**src/pkg/t8pwm_pkg.sv**
```systemverilog
// Shared constants and types for the eight-bit PWM timer
// Functional notes
// - 8-bit period is 256 times prescale times scaler plus one source clocks.
// - 8-bit output is high for bound plus one counts out of 256.
// - Bound 255 in 8-bit mode holds the output high permanently.
// - Scale bits 6 to 5 divide the source clock by 1, 4, 16 or 64.
// - Scale bits 4 to 0 further divide the prescaled clock by value plus one.
// - The full eight-bit bound register is the duty value.
// - Control bits 7 to 4 pick the clock source.
// - Control bit 1 set and scale bit 7 clear selects 8-bit PWM.
// - Control bit 1 set and scale bit 7 set selects reduced resolution.
// - A build option picks 6-bit or 7-bit reduced range.
// - 6-bit mode has period 64 ticks, high for bound plus one.
// - 7-bit mode has period 128 ticks, high for bound plus one.
// - 6-bit mode with bound 63 holds the output high.
// - Counter counts up, is readable and writable, wraps at its top.
package t8pwm_pkg;
  localparam logic [1:0] ADDR_CONTROL = 2'h0;
  localparam logic [1:0] ADDR_BOUND = 2'h1;
  localparam logic [1:0] ADDR_SCALE = 2'h2;
  localparam logic [1:0] ADDR_COUNTER = 2'h3;
  localparam logic [7:0] RESET_CONTROL = 8'h00;
  localparam logic [7:0] RESET_BOUND = 8'h00;
  localparam logic [7:0] RESET_SCALE = 8'h00;
  localparam int CTL_SRC_MSB = 7;
  localparam int CTL_SRC_LSB = 4;
  localparam int CTL_PWM_BIT = 1;
  localparam int SCL_LOWRES_BIT = 7;
  localparam int SCL_PRE_MSB = 6;
  localparam int SCL_PRE_LSB = 5;
  localparam int SCL_DIV_MSB = 4;
  localparam int SCL_DIV_LSB = 0;
  localparam logic [7:0] TOP_8BIT = 8'hff;
  localparam logic [7:0] TOP_7BIT = 8'h7f;
  localparam logic [7:0] TOP_6BIT = 8'h3f;
  localparam logic [5:0] PRE_TOP_1 = 6'h00;
  localparam logic [5:0] PRE_TOP_4 = 6'h03;
  localparam logic [5:0] PRE_TOP_16 = 6'h0f;
  localparam logic [5:0] PRE_TOP_64 = 6'h3f;
  localparam logic [3:0] SRC_STOP = 4'h0;
  localparam logic [3:0] SRC_SYS = 4'h1;
  typedef struct packed {
    logic [1:0] addr;
    logic [7:0] wdata;
    logic wr;
    logic rd;
  } t8pwm_bus_s;
endpackage

```
**src/rtl/t8pwm_top.sv**
```systemverilog
// Eight-bit PWM timer with register port and selectable tick source
`timescale 1ns/1ps
module t8pwm_top #(
  parameter bit RES_SEVEN = 1'b0
) (
  input wire logic I_CLK_SYS,
  input wire logic I_SYS_RST,
  input wire logic I_CE,
  input wire logic [1:0] I_ADDR,
  input wire logic [7:0] I_WDATA,
  input wire logic I_WR,
  input wire logic I_RD,
  input wire logic [13:0] I_SRC,
  output logic [7:0] O_RDATA,
  output logic O_PWM
);
  t8pwm_pkg::t8pwm_bus_s bus;
  assign bus = '{addr: I_ADDR, wdata: I_WDATA, wr: I_WR, rd: I_RD};

  logic [7:0] timer_control, next_timer_control;
  logic [7:0] period_bound, next_period_bound;
  logic [7:0] timer_scale, next_timer_scale;
  logic [7:0] counter_value, next_counter_value;
  logic [5:0] pre_cnt, next_pre_cnt;
  logic [4:0] div_cnt, next_div_cnt;
  logic [7:0] rdata, next_rdata;
  logic pwm, next_pwm;
  logic [13:0] s1, s2, s3;
  logic src_prev, next_src_prev;
  logic src_lvl, src_tick;
  logic [5:0] pre_top;
  logic [7:0] top;
  logic pwm_mode;

  // Three-stage synchronisers, one per external source; stage 1 feeds only stage 2
  genvar g;
  generate
    for (g = 0; g < 14; g++) begin : g_sync
      always_ff @(posedge I_CLK_SYS) begin
        if (I_SYS_RST) begin
          s1[g] <= 1'b0;
          s2[g] <= 1'b0;
          s3[g] <= 1'b0;
        end else if (I_CE) begin
          s1[g] <= I_SRC[g];
          s2[g] <= s1[g];
          s3[g] <= s2[g];
        end
      end
    end
  endgenerate

  // Source select; a level counts only once stages two and three agree
  always_comb begin
    src_lvl = src_prev;
    src_tick = 1'b0;
    unique case (timer_control[t8pwm_pkg::CTL_SRC_MSB:t8pwm_pkg::CTL_SRC_LSB])
      t8pwm_pkg::SRC_STOP: src_tick = 1'b0;
      t8pwm_pkg::SRC_SYS: src_tick = 1'b1;
      default: begin
        if (s2[timer_control[7:4] - 4'h2] == s3[timer_control[7:4] - 4'h2]) begin
          src_lvl = s3[timer_control[7:4] - 4'h2];
        end
        src_tick = src_lvl & ~src_prev;
      end
    endcase
    next_src_prev = src_lvl;
  end

  // Prescale and resolution decode
  always_comb begin
    unique case (timer_scale[t8pwm_pkg::SCL_PRE_MSB:t8pwm_pkg::SCL_PRE_LSB])
      2'h0: pre_top = t8pwm_pkg::PRE_TOP_1;
      2'h1: pre_top = t8pwm_pkg::PRE_TOP_4;
      2'h2: pre_top = t8pwm_pkg::PRE_TOP_16;
      default: pre_top = t8pwm_pkg::PRE_TOP_64;
    endcase
    pwm_mode = timer_control[t8pwm_pkg::CTL_PWM_BIT];
    if (pwm_mode && timer_scale[t8pwm_pkg::SCL_LOWRES_BIT]) begin
      top = RES_SEVEN ? t8pwm_pkg::TOP_7BIT : t8pwm_pkg::TOP_6BIT;
    end else if (pwm_mode) begin
      top = t8pwm_pkg::TOP_8BIT;
    end else begin
      top = period_bound;
    end
  end

  // Register file, dividers, counter and output next values
  always_comb begin
    next_timer_control = timer_control;
    next_period_bound = period_bound;
    next_timer_scale = timer_scale;
    next_counter_value = counter_value;
    next_pre_cnt = pre_cnt;
    next_div_cnt = div_cnt;
    next_rdata = 8'h00;
    next_pwm = pwm;
    if (src_tick) begin
      if (pre_cnt >= pre_top) begin
        next_pre_cnt = 6'h00;
        if (div_cnt >= timer_scale[t8pwm_pkg::SCL_DIV_MSB:t8pwm_pkg::SCL_DIV_LSB]) begin
          next_div_cnt = 5'h00;
          // Up count only, wrap to zero at the top
          next_counter_value = (counter_value >= top) ? 8'h00 : counter_value + 8'h01;
        end else begin
          next_div_cnt = div_cnt + 5'h01;
        end
      end else begin
        next_pre_cnt = pre_cnt + 6'h01;
      end
    end
    // Bound compare is never latched mid-period; software keeps updates at zero
    if (pwm_mode) begin
      next_pwm = (next_counter_value <= period_bound);
    end else if (src_tick && next_counter_value == 8'h00 && counter_value != 8'h00) begin
      next_pwm = ~pwm;
    end
    if (bus.wr) begin
      unique case (bus.addr)
        t8pwm_pkg::ADDR_CONTROL: next_timer_control = bus.wdata;
        t8pwm_pkg::ADDR_BOUND: next_period_bound = bus.wdata;
        t8pwm_pkg::ADDR_SCALE: next_timer_scale = bus.wdata;
        t8pwm_pkg::ADDR_COUNTER: next_counter_value = bus.wdata;
      endcase
    end
    if (bus.rd) begin
      unique case (bus.addr)
        t8pwm_pkg::ADDR_CONTROL: next_rdata = timer_control;
        t8pwm_pkg::ADDR_BOUND: next_rdata = period_bound;
        t8pwm_pkg::ADDR_SCALE: next_rdata = timer_scale;
        t8pwm_pkg::ADDR_COUNTER: next_rdata = counter_value;
      endcase
    end
  end

  // State registers; clock enable freezes everything
  always_ff @(posedge I_CLK_SYS) begin
    if (I_SYS_RST) begin
      timer_control <= t8pwm_pkg::RESET_CONTROL;
      period_bound <= t8pwm_pkg::RESET_BOUND;
      timer_scale <= t8pwm_pkg::RESET_SCALE;
      counter_value <= 8'h00;
      pre_cnt <= 6'h00;
      div_cnt <= 5'h00;
      rdata <= 8'h00;
      pwm <= 1'b0;
      src_prev <= 1'b0;
    end else if (I_CE) begin
      timer_control <= next_timer_control;
      period_bound <= next_period_bound;
      timer_scale <= next_timer_scale;
      counter_value <= next_counter_value;
      pre_cnt <= next_pre_cnt;
      div_cnt <= next_div_cnt;
      rdata <= next_rdata;
      pwm <= next_pwm;
      src_prev <= next_src_prev;
    end
  end

  assign O_RDATA = rdata;
  assign O_PWM = pwm; // inversion and pairing done outside
endmodule
```
**config.mk**
```make
export PLATFORM = sky130hd
export DESIGN_NAME = t8pwm_top
export DESIGN_NICKNAME = d
export VERILOG_FILES = /design/src/pkg/t8pwm_pkg.sv /design/src/rtl/t8pwm_top.sv
export SDC_FILE = /design/constraint.sdc
export NUM_CORES = 1
export LEC_CHECK = 0
export BUFFER_PORTS_ARGS = -buffer_cell sky130_fd_sc_hd__buf_2
export CAP_MARGIN = 10
export CORE_AREA = 2 2 128 143
export DETAILED_ROUTE_END_ITERATION = 8
export DIE_AREA = 0 0 130 145
export MAX_ROUTING_LAYER = met4
export REMOVE_ABC_BUFFERS = 1
export SYNTH_ARGS = -nofsm -noshare
export SYNTH_HDL_FRONTEND = slang
export SYNTH_SLANG_ARGS = --single-unit
```
**constraint.sdc**
```tcl
create_clock -name I_CLK_SYS -period 4.05 [get_ports I_CLK_SYS]
set_input_delay 0 -clock I_CLK_SYS [delete_from_list [all_inputs] [get_ports I_CLK_SYS]]
set_output_delay 0 -clock I_CLK_SYS [all_outputs]
set_load 0.01 [all_outputs]
```
---- Word level (Yosys, flattened, before mapping) ----
Cells that the tools add are included.
storage, ports and cells
  bits in registers ....................... 95
  input bits .............................. 29
  output and inout bits ................... 9
  word-level logic and storage cells ...... 110
operators by class
  add/subtract/negate cells ............... 4
  magnitude comparators ................... 5
  equality and inequality tests ........... 7
  mux-type cells .......................... 22
  bitwise gates (word level) .............. 4
  reduce and logical (&&, ||, !) cells .... 17
operator list
  kind                                                 count
  two-way mux 8 bit                                    9
  case mux 8 bit (4 select lines)                      1
  case mux 6 bit (3 select lines)                      1
  AND reduction 3 bit                                  4
  adder 8 x 1 -> 8 bit, second input constant          1
  binary-select mux 1 bit (select 4 bit)               2
  greater-or-equal comparator 8 bit                    1
  less-or-equal comparator 8 bit                       1
  zero test 8 bit                                      1
  nonzero test 8 bit                                   1
  adder 6 x 1 -> 6 bit, second input constant          1
  equality test 2 bit, second input constant           3
  greater-or-equal comparator 6 bit                    1
  two-way mux 1 bit                                    6
  two-way mux 6 bit                                    1
  AND reduction 2 bit                                  3
  adder 5 x 1 -> 5 bit, second input constant          1
  greater-or-equal comparator 5 bit                    1
  < comparator 4 x 5 -> 1 bit, second input constant   1
  two-way mux 5 bit                                    1
  equality test 2 x 1 -> 1 bit, second input constant  2
  equality test 4 x 1 -> 1 bit, second input constant  1
  zero test 2 bit                                      2
  zero test 4 bit                                      1
  8 further kinds                                      12

---- Depth between registers and ports, before layout ----
  depth after elaboration ................. 14
  mapped depth ............................ 20
  depth with buffers taken out ............ 19

---- Worst setup path before layout ----
No wires, ideal clock.
  path type ............................... register to register
  start point ............................. register timer_control[5]
  end point ............................... register pwm, in the netlist O_PWM
  library setup time ...................... 0.079 ns
  data arrival time ....................... 3.535 ns
  required time ........................... 3.971 ns
  path slack .............................. 0.436 ns
  stages on the path, launching flop included .. 21
  buffers on the path ..................... 1
  clock period less this slack ............ 3.614 ns
  cells stage by stage .................... dfxtp_1 > inv_1 > ha_1 > buf_6 > mux4_2 > mux2_2 > mux2i_4 > o31ai_4 > nand3_2 > nand2_1 > o21ai_0 > ha_1 > nor2b_1 > o21a_1 > o21ai_0 > nand2b_1 > a21oi_1 > o21ai_0 > a21oi_1 > a21oi_1 > o211ai_1
between the ends
  cells in the longest elaborated chain, start to end .. 14
  elaborated cells between the ends (all ways) .. 20
  classes of those cells .................. 1 x add/sub; 1 x order compare; 2 x eq/ne; 9 x mux; 1 x bitwise; 6 x reduce/logical
RTL lines
  element                                                                                 line                              RTL
  start: declaration                                                                      t8pwm_top.sv:20                   logic [7:0] timer_control, next_timer_control;
  start signal: assignment                                                                t8pwm_top.sv:139                  timer_control <= t8pwm_pkg::RESET_CONTROL;
  start signal: assignment                                                                t8pwm_top.sv:149                  timer_control <= next_timer_control;
  subtractor 4 x 2 -> 4 bit                                                               t8pwm_top.sv:61, t8pwm_top.sv:62
  binary-select mux 1 bit (select 4 bit), on equally long branches                        t8pwm_top.sv:61, t8pwm_top.sv:62
  two-way mux 1 bit, on equally long branches                                             t8pwm_top.sv:61, t8pwm_top.sv:62
  equality test 1 bit                                                                     t8pwm_top.sv:61                   if (s2[timer_control[7:4] - 4'h2] == s3[timer_control[7:4] - 4'h2]) begin
  two-way mux 1 bit                                                                       t8pwm_top.sv:61
  two-way mux 1 bit                                                                       t8pwm_top.sv:57                   unique case (timer_control[t8pwm_pkg::CTL_SRC_MSB:t8pwm_pkg::CTL_SRC_LSB])
  AND 1 bit                                                                               t8pwm_top.sv:64                   src_tick = src_lvl & ~src_prev;
  case mux 1 bit (2 select lines) (*)                                                     t8pwm_top.sv:57
  parallel branches: the longest is 6 deep, another holds less-or-equal comparator 8 bit  --
  end signal: assignment                                                                  t8pwm_top.sv:156                  pwm <= next_pwm;
  end: declaration                                                                        t8pwm_top.sv:27                   logic pwm, next_pwm;
Mark *: on every way between the ends. The select of a mux whose other input is x is not followed.
A chain may end at the register's enable or synchronous reset.

---- Worst setup path after layout ----
Ends and elaborated chain as after synthesis.

==> flow_summary_export.csv <==
group,metric,value,unit
clock_tree,cts.clk_slew.worst_paths,0.08,ns
route,drt_wl_cell,14.0,µm
placed_design,gp_congestion,0.882,
placed_design,cell_total_after_placement,839,
route,route.antenna.remaining_nets,0,
sta,fin_crit,3.72,ns
clock_tree,max-clock-path-buffers,2,
sta,max-slew-margin-rel,27.1,%
sta,max_freq,269,MHz
layout,flow.area_growth_from_synthesis,20.4,%
worst_setup_path,critical_path_required,4.32,ns
power,irDropWorstVdd,0.165,mV
floorplan,fp.coreArea,17400,µm²
logic_synthesis,post_synth.cell_area_avg,8.88,µm²
layout,nets,695,
logic_synthesis,synth.distinct_cells,52,
route,total_number_of_vias,4193,
route,avgViaCountPerCell,4.78,
logic_synthesis,yosysTopAreaCellShare,37.1,%
route,drt-total-wl,12300,µm
floorplan,die-height,145,µm
logic_synthesis,synth_sequential_area_ratio,37.1,%
layout,n_antenna_cell,0,
clock_tree,cts_sinks,95,
grt,first_global_vias,3977,
sta,finalSetupViolCount,0,
logic_synthesis,synth.top_cells.by_area,"sky130_fd_sc_hd__dfxtp_1 (37%), sky130_fd_sc_hd__mux2i_1 (11%), sky130_fd_sc_hd__ha_1 (7.8%), sky130_fd_sc_hd__nor2_1 (5.9%), sky130_fd_sc_hd__mux4_2 (5.7%)",
clock_tree,h-tree-depth,3,
floorplan,std_cell_rows,51,
worst_setup_path,arrival,3.99,ns
floorplan,die_area,18900,µm²
power,power_per_cell_area,339,nW/µm²
min_path,hp-class,"input port to flop",
logic_synthesis,netlist.top_cell.by_area,"sky130_fd_sc_hd__dfxtp_1",
logic_synthesis,ys_warn_count,0,
floorplan,pin_count,38,
layout,finalNonFillerCells,877,
clock_tree,cts_tree,"yes",
placed_design,post-dp-hpwl,8950,µm
worst_setup_path,crit_end_category,"flop",
sta,worst-slew-pin-transition,1.09,ns
worst_setup_path,cp_startpoint_kind,"flop",
logic_synthesis,postSynthRegisterBits,95,
grt,pin_count_of_the_biggest_net_entering_global_routing,43,
floorplan,start_util,29.4,%
layout,fillerInstances,1762,
clock_tree,ctsRootBufferMaster,"sky130_fd_sc_hd__clkbuf_16",
sta,finClkSkew,0.00867,ns
clock_tree,clock_latency,0.35,ns
clock_tree,cts-buffers-inserted,9,
grt,overall_routing_resource_usage,13.9,%
layout,final_design_area_no_fill,6180,µm²
job,drv.max_cap_violation_count,0,
logic_synthesis,mappedNetlistArea,5130,µm²
placed_design,placed_cell_area,5610,µm²
logic_synthesis,synthesized_instance_count,578,
grt,grt_first_pass_wirelength,20300,µm
status,status,"finished clean",
placed_design,buffer_ports.inserted,37,
route,drt_pass1_iterations,4,
worst_setup_path,critPathMaxFanout,8,
grt,congestion_overflow_gr,0,
layout,ratio_of_cells_with_drive_above_1_in_the_final_layout,16.3,%
route,remaining_drc_errors,0,
power,power.leakage,2.47,nW
sta,unrepaired_setup_endpoints_after_global_routing,"false",
sta,finalMaxSlewViolations,0,
sta,hold_violations,0,
sta,post-route-period-util,91.8,%
worst_setup_path,timing.setup.critical_path_class,"flop to flop",
floorplan,die_x,130,µm
grt,antenna_violations_before_repair,0,
route,drt_first_iter_violations,282,
[Yosys cell counts, drive strengths merged]
| master | n |
|---|---|
| mux2 | 7 |
| a21o | 2 |
| a21oi | 48 |
| or3 | 3 |
| nand4b | 1 |
| a2bb2oi | 1 |
| buf | 4 |
| mux4 | 13 |
| o211ai | 3 |
| and2 | 5 |
| nor4 | 4 |
| a22o | 3 |
| nand2 | 74 |
| nand3b | 2 |
| o21a | 5 |
| or4 | 1 |
| a22oi | 1 |
| clkbuf | 26 |
| o2bb2ai | 1 |
| nor3b | 2 |
| nand3 | 8 |
| o21ai | 11 |
| nor2 | 81 |
| nor2b | 8 |
| nor3 | 11 |
| xnor2 | 3 |
| a31oi | 2 |
| nand4 | 6 |
| dfxtp | 95 |
| o221ai | 1 |
| o31ai | 3 |
| a221o | 2 |
| nand2b | 5 |
| o31a | 1 |
| inv | 24 |
| xor2 | 8 |
| ha | 32 |
| or2 | 6 |
| o2111ai | 2 |
| o41ai | 1 |
| mux2i | 57 |
| o22ai | 1 |
| and3 | 3 |
| o32ai | 1 |
[routing by layer]
metal,up-vias,GRT usage [%],share of wire (%)
met5,-,-,0
met4,0,5.05,2.5
met3,22,3.24,6.0
met2,106,20.4,45
met1,1930,18.6,47
li1,2135,-,-
[worst paths after layout]
path                                  from                             to  slack (ns)  cells past startpoint
max          timer_control[5]$_SDFFE_PP0P_             O_PWM$_SDFFE_PP0P_        0.33                     19
min                                   I_CE             s1[5]$_SDFFE_PP0P_        0.14                      3
max reg2reg  timer_control[5]$_SDFFE_PP0P_             O_PWM$_SDFFE_PP0P_        0.33                     19
min reg2reg  timer_control[0]$_SDFFE_PP0P_  timer_control[0]$_SDFFE_PP0P_        0.47                      2
[flip-flops by register name, summed over array words and instances (netlist names)]
name / flops
div_cnt: 5
src_prev: 1
period_bound: 8
s3: 14
s2: 14
counter_value: 8
timer_scale: 8
pre_cnt: 6
O_RDATA: 8
timer_control: 8
O_PWM: 1
s1: 14
[final cells by class]
class / count / area, µm² / share of cell area (%)
tap: 238 / 298 / 4.82
multi-input combinational: 429 / 3060 / 49.6
clock buffer: 9 / 225 / 3.65
inverter: 24 / 90.1 / 1.46
clock inverter: 7 / 71.3 / 1.15
timing repair buffer: 75 / 528 / 8.55
sequential: 95 / 1900 / 30.8
[where the power goes]
group          internal, W  switching (W)
Clock             0.000436       0.000413
Sequential        0.000958      0.0000214
Combinational     0.000121       0.000142
Total              0.00152       0.000576
[critical path, stage by stage (launching register included)]
cell and delay (ns):
sky130_fd_sc_hd__dfxtp_1 0.33, sky130_fd_sc_hd__inv_1 0.11, sky130_fd_sc_hd__ha_4 0.38, sky130_fd_sc_hd__mux4_2 0.52
sky130_fd_sc_hd__mux2_2 0.30, sky130_fd_sc_hd__mux2i_4 0.22, sky130_fd_sc_hd__o31ai_4 0.12, sky130_fd_sc_hd__nand3_4 0.15
sky130_fd_sc_hd__nand2_1 0.08, sky130_fd_sc_hd__o21ai_0 0.09, sky130_fd_sc_hd__ha_1 0.26, sky130_fd_sc_hd__nor2b_1 0.14
sky130_fd_sc_hd__o21a_1 0.16, sky130_fd_sc_hd__o21ai_0 0.14, sky130_fd_sc_hd__nand2b_1 0.07, sky130_fd_sc_hd__a21oi_1 0.13
sky130_fd_sc_hd__o21ai_0 0.08, sky130_fd_sc_hd__a21oi_1 0.13, sky130_fd_sc_hd__a21oi_1 0.05, sky130_fd_sc_hd__o211ai_1 0.17
[cell families after synthesis]
group	synth area share, %
buffers and inverters	4.17
multiplexers	18.6
AND/OR/NAND/NOR	19.5
adder cells (fa/ha/maj)	7.80
AO/OA/AOI/OAI	10.8
flip-flops	37.1
XOR/XNOR	2.02
[through the flow]
| stage | TNS (ns) | worst slack [ns] | power [W] | util (%) | hold slack [ns] |
|---|---|---|---|---|---|
| 3_5_place_dp | -0.00436 | -0.00436 | 0.00124 | 32.2 | 0.242 |
| 5_1_grt | 0 | 0.00168 | 0.00219 | 35.5 | 0.154 |
| 3_3_place_gp | 0 | 0.173 | 0.00124 | 32.2 | 0.237 |
| 6_report | 0 | 0.334 | 0.00209 | 35.5 | 0.142 |
| 4_1_cts | 0 | 0.0366 | 0.00212 | 35.2 | 0.132 |
| 2_1_floorplan | 0 | 0.307 | 0.00114 | - | 0.0691 |
[layout by cell type, fill, tap and decap left out, drive strengths merged, types with 3 or more instances in the layout]
master	Yosys	layout
o21a	5	5
nor3	11	11
nor2	81	81
o31ai	3	3
buf	4	53
o211ai	3	3
mux4	13	13
dfxtp	95	95
nand2	74	74
dlygate4sd3	0	22
nor4	4	4
nand4	6	6
and2	5	5
or2	6	6
and3	3	3
a22o	3	3
xor2	8	8
a21oi	48	48
nand2b	5	5
mux2i	57	57
clkbuf	26	9
xnor2	3	3
or3	3	3
ha	32	32
nor2b	8	8
inv	24	29
nand3	8	8
o21ai	11	11
mux2	7	7
[timing repair]
action,CTS,global route
endpoints found under the setup margin,1,1
pin swaps,0,2
buffers inserted,0,0
resized for setup,1,5
hold buffers,22,0
endpoints found under the hold margin,38,0
No activity file was read; power rests on OpenSTA's default activity.
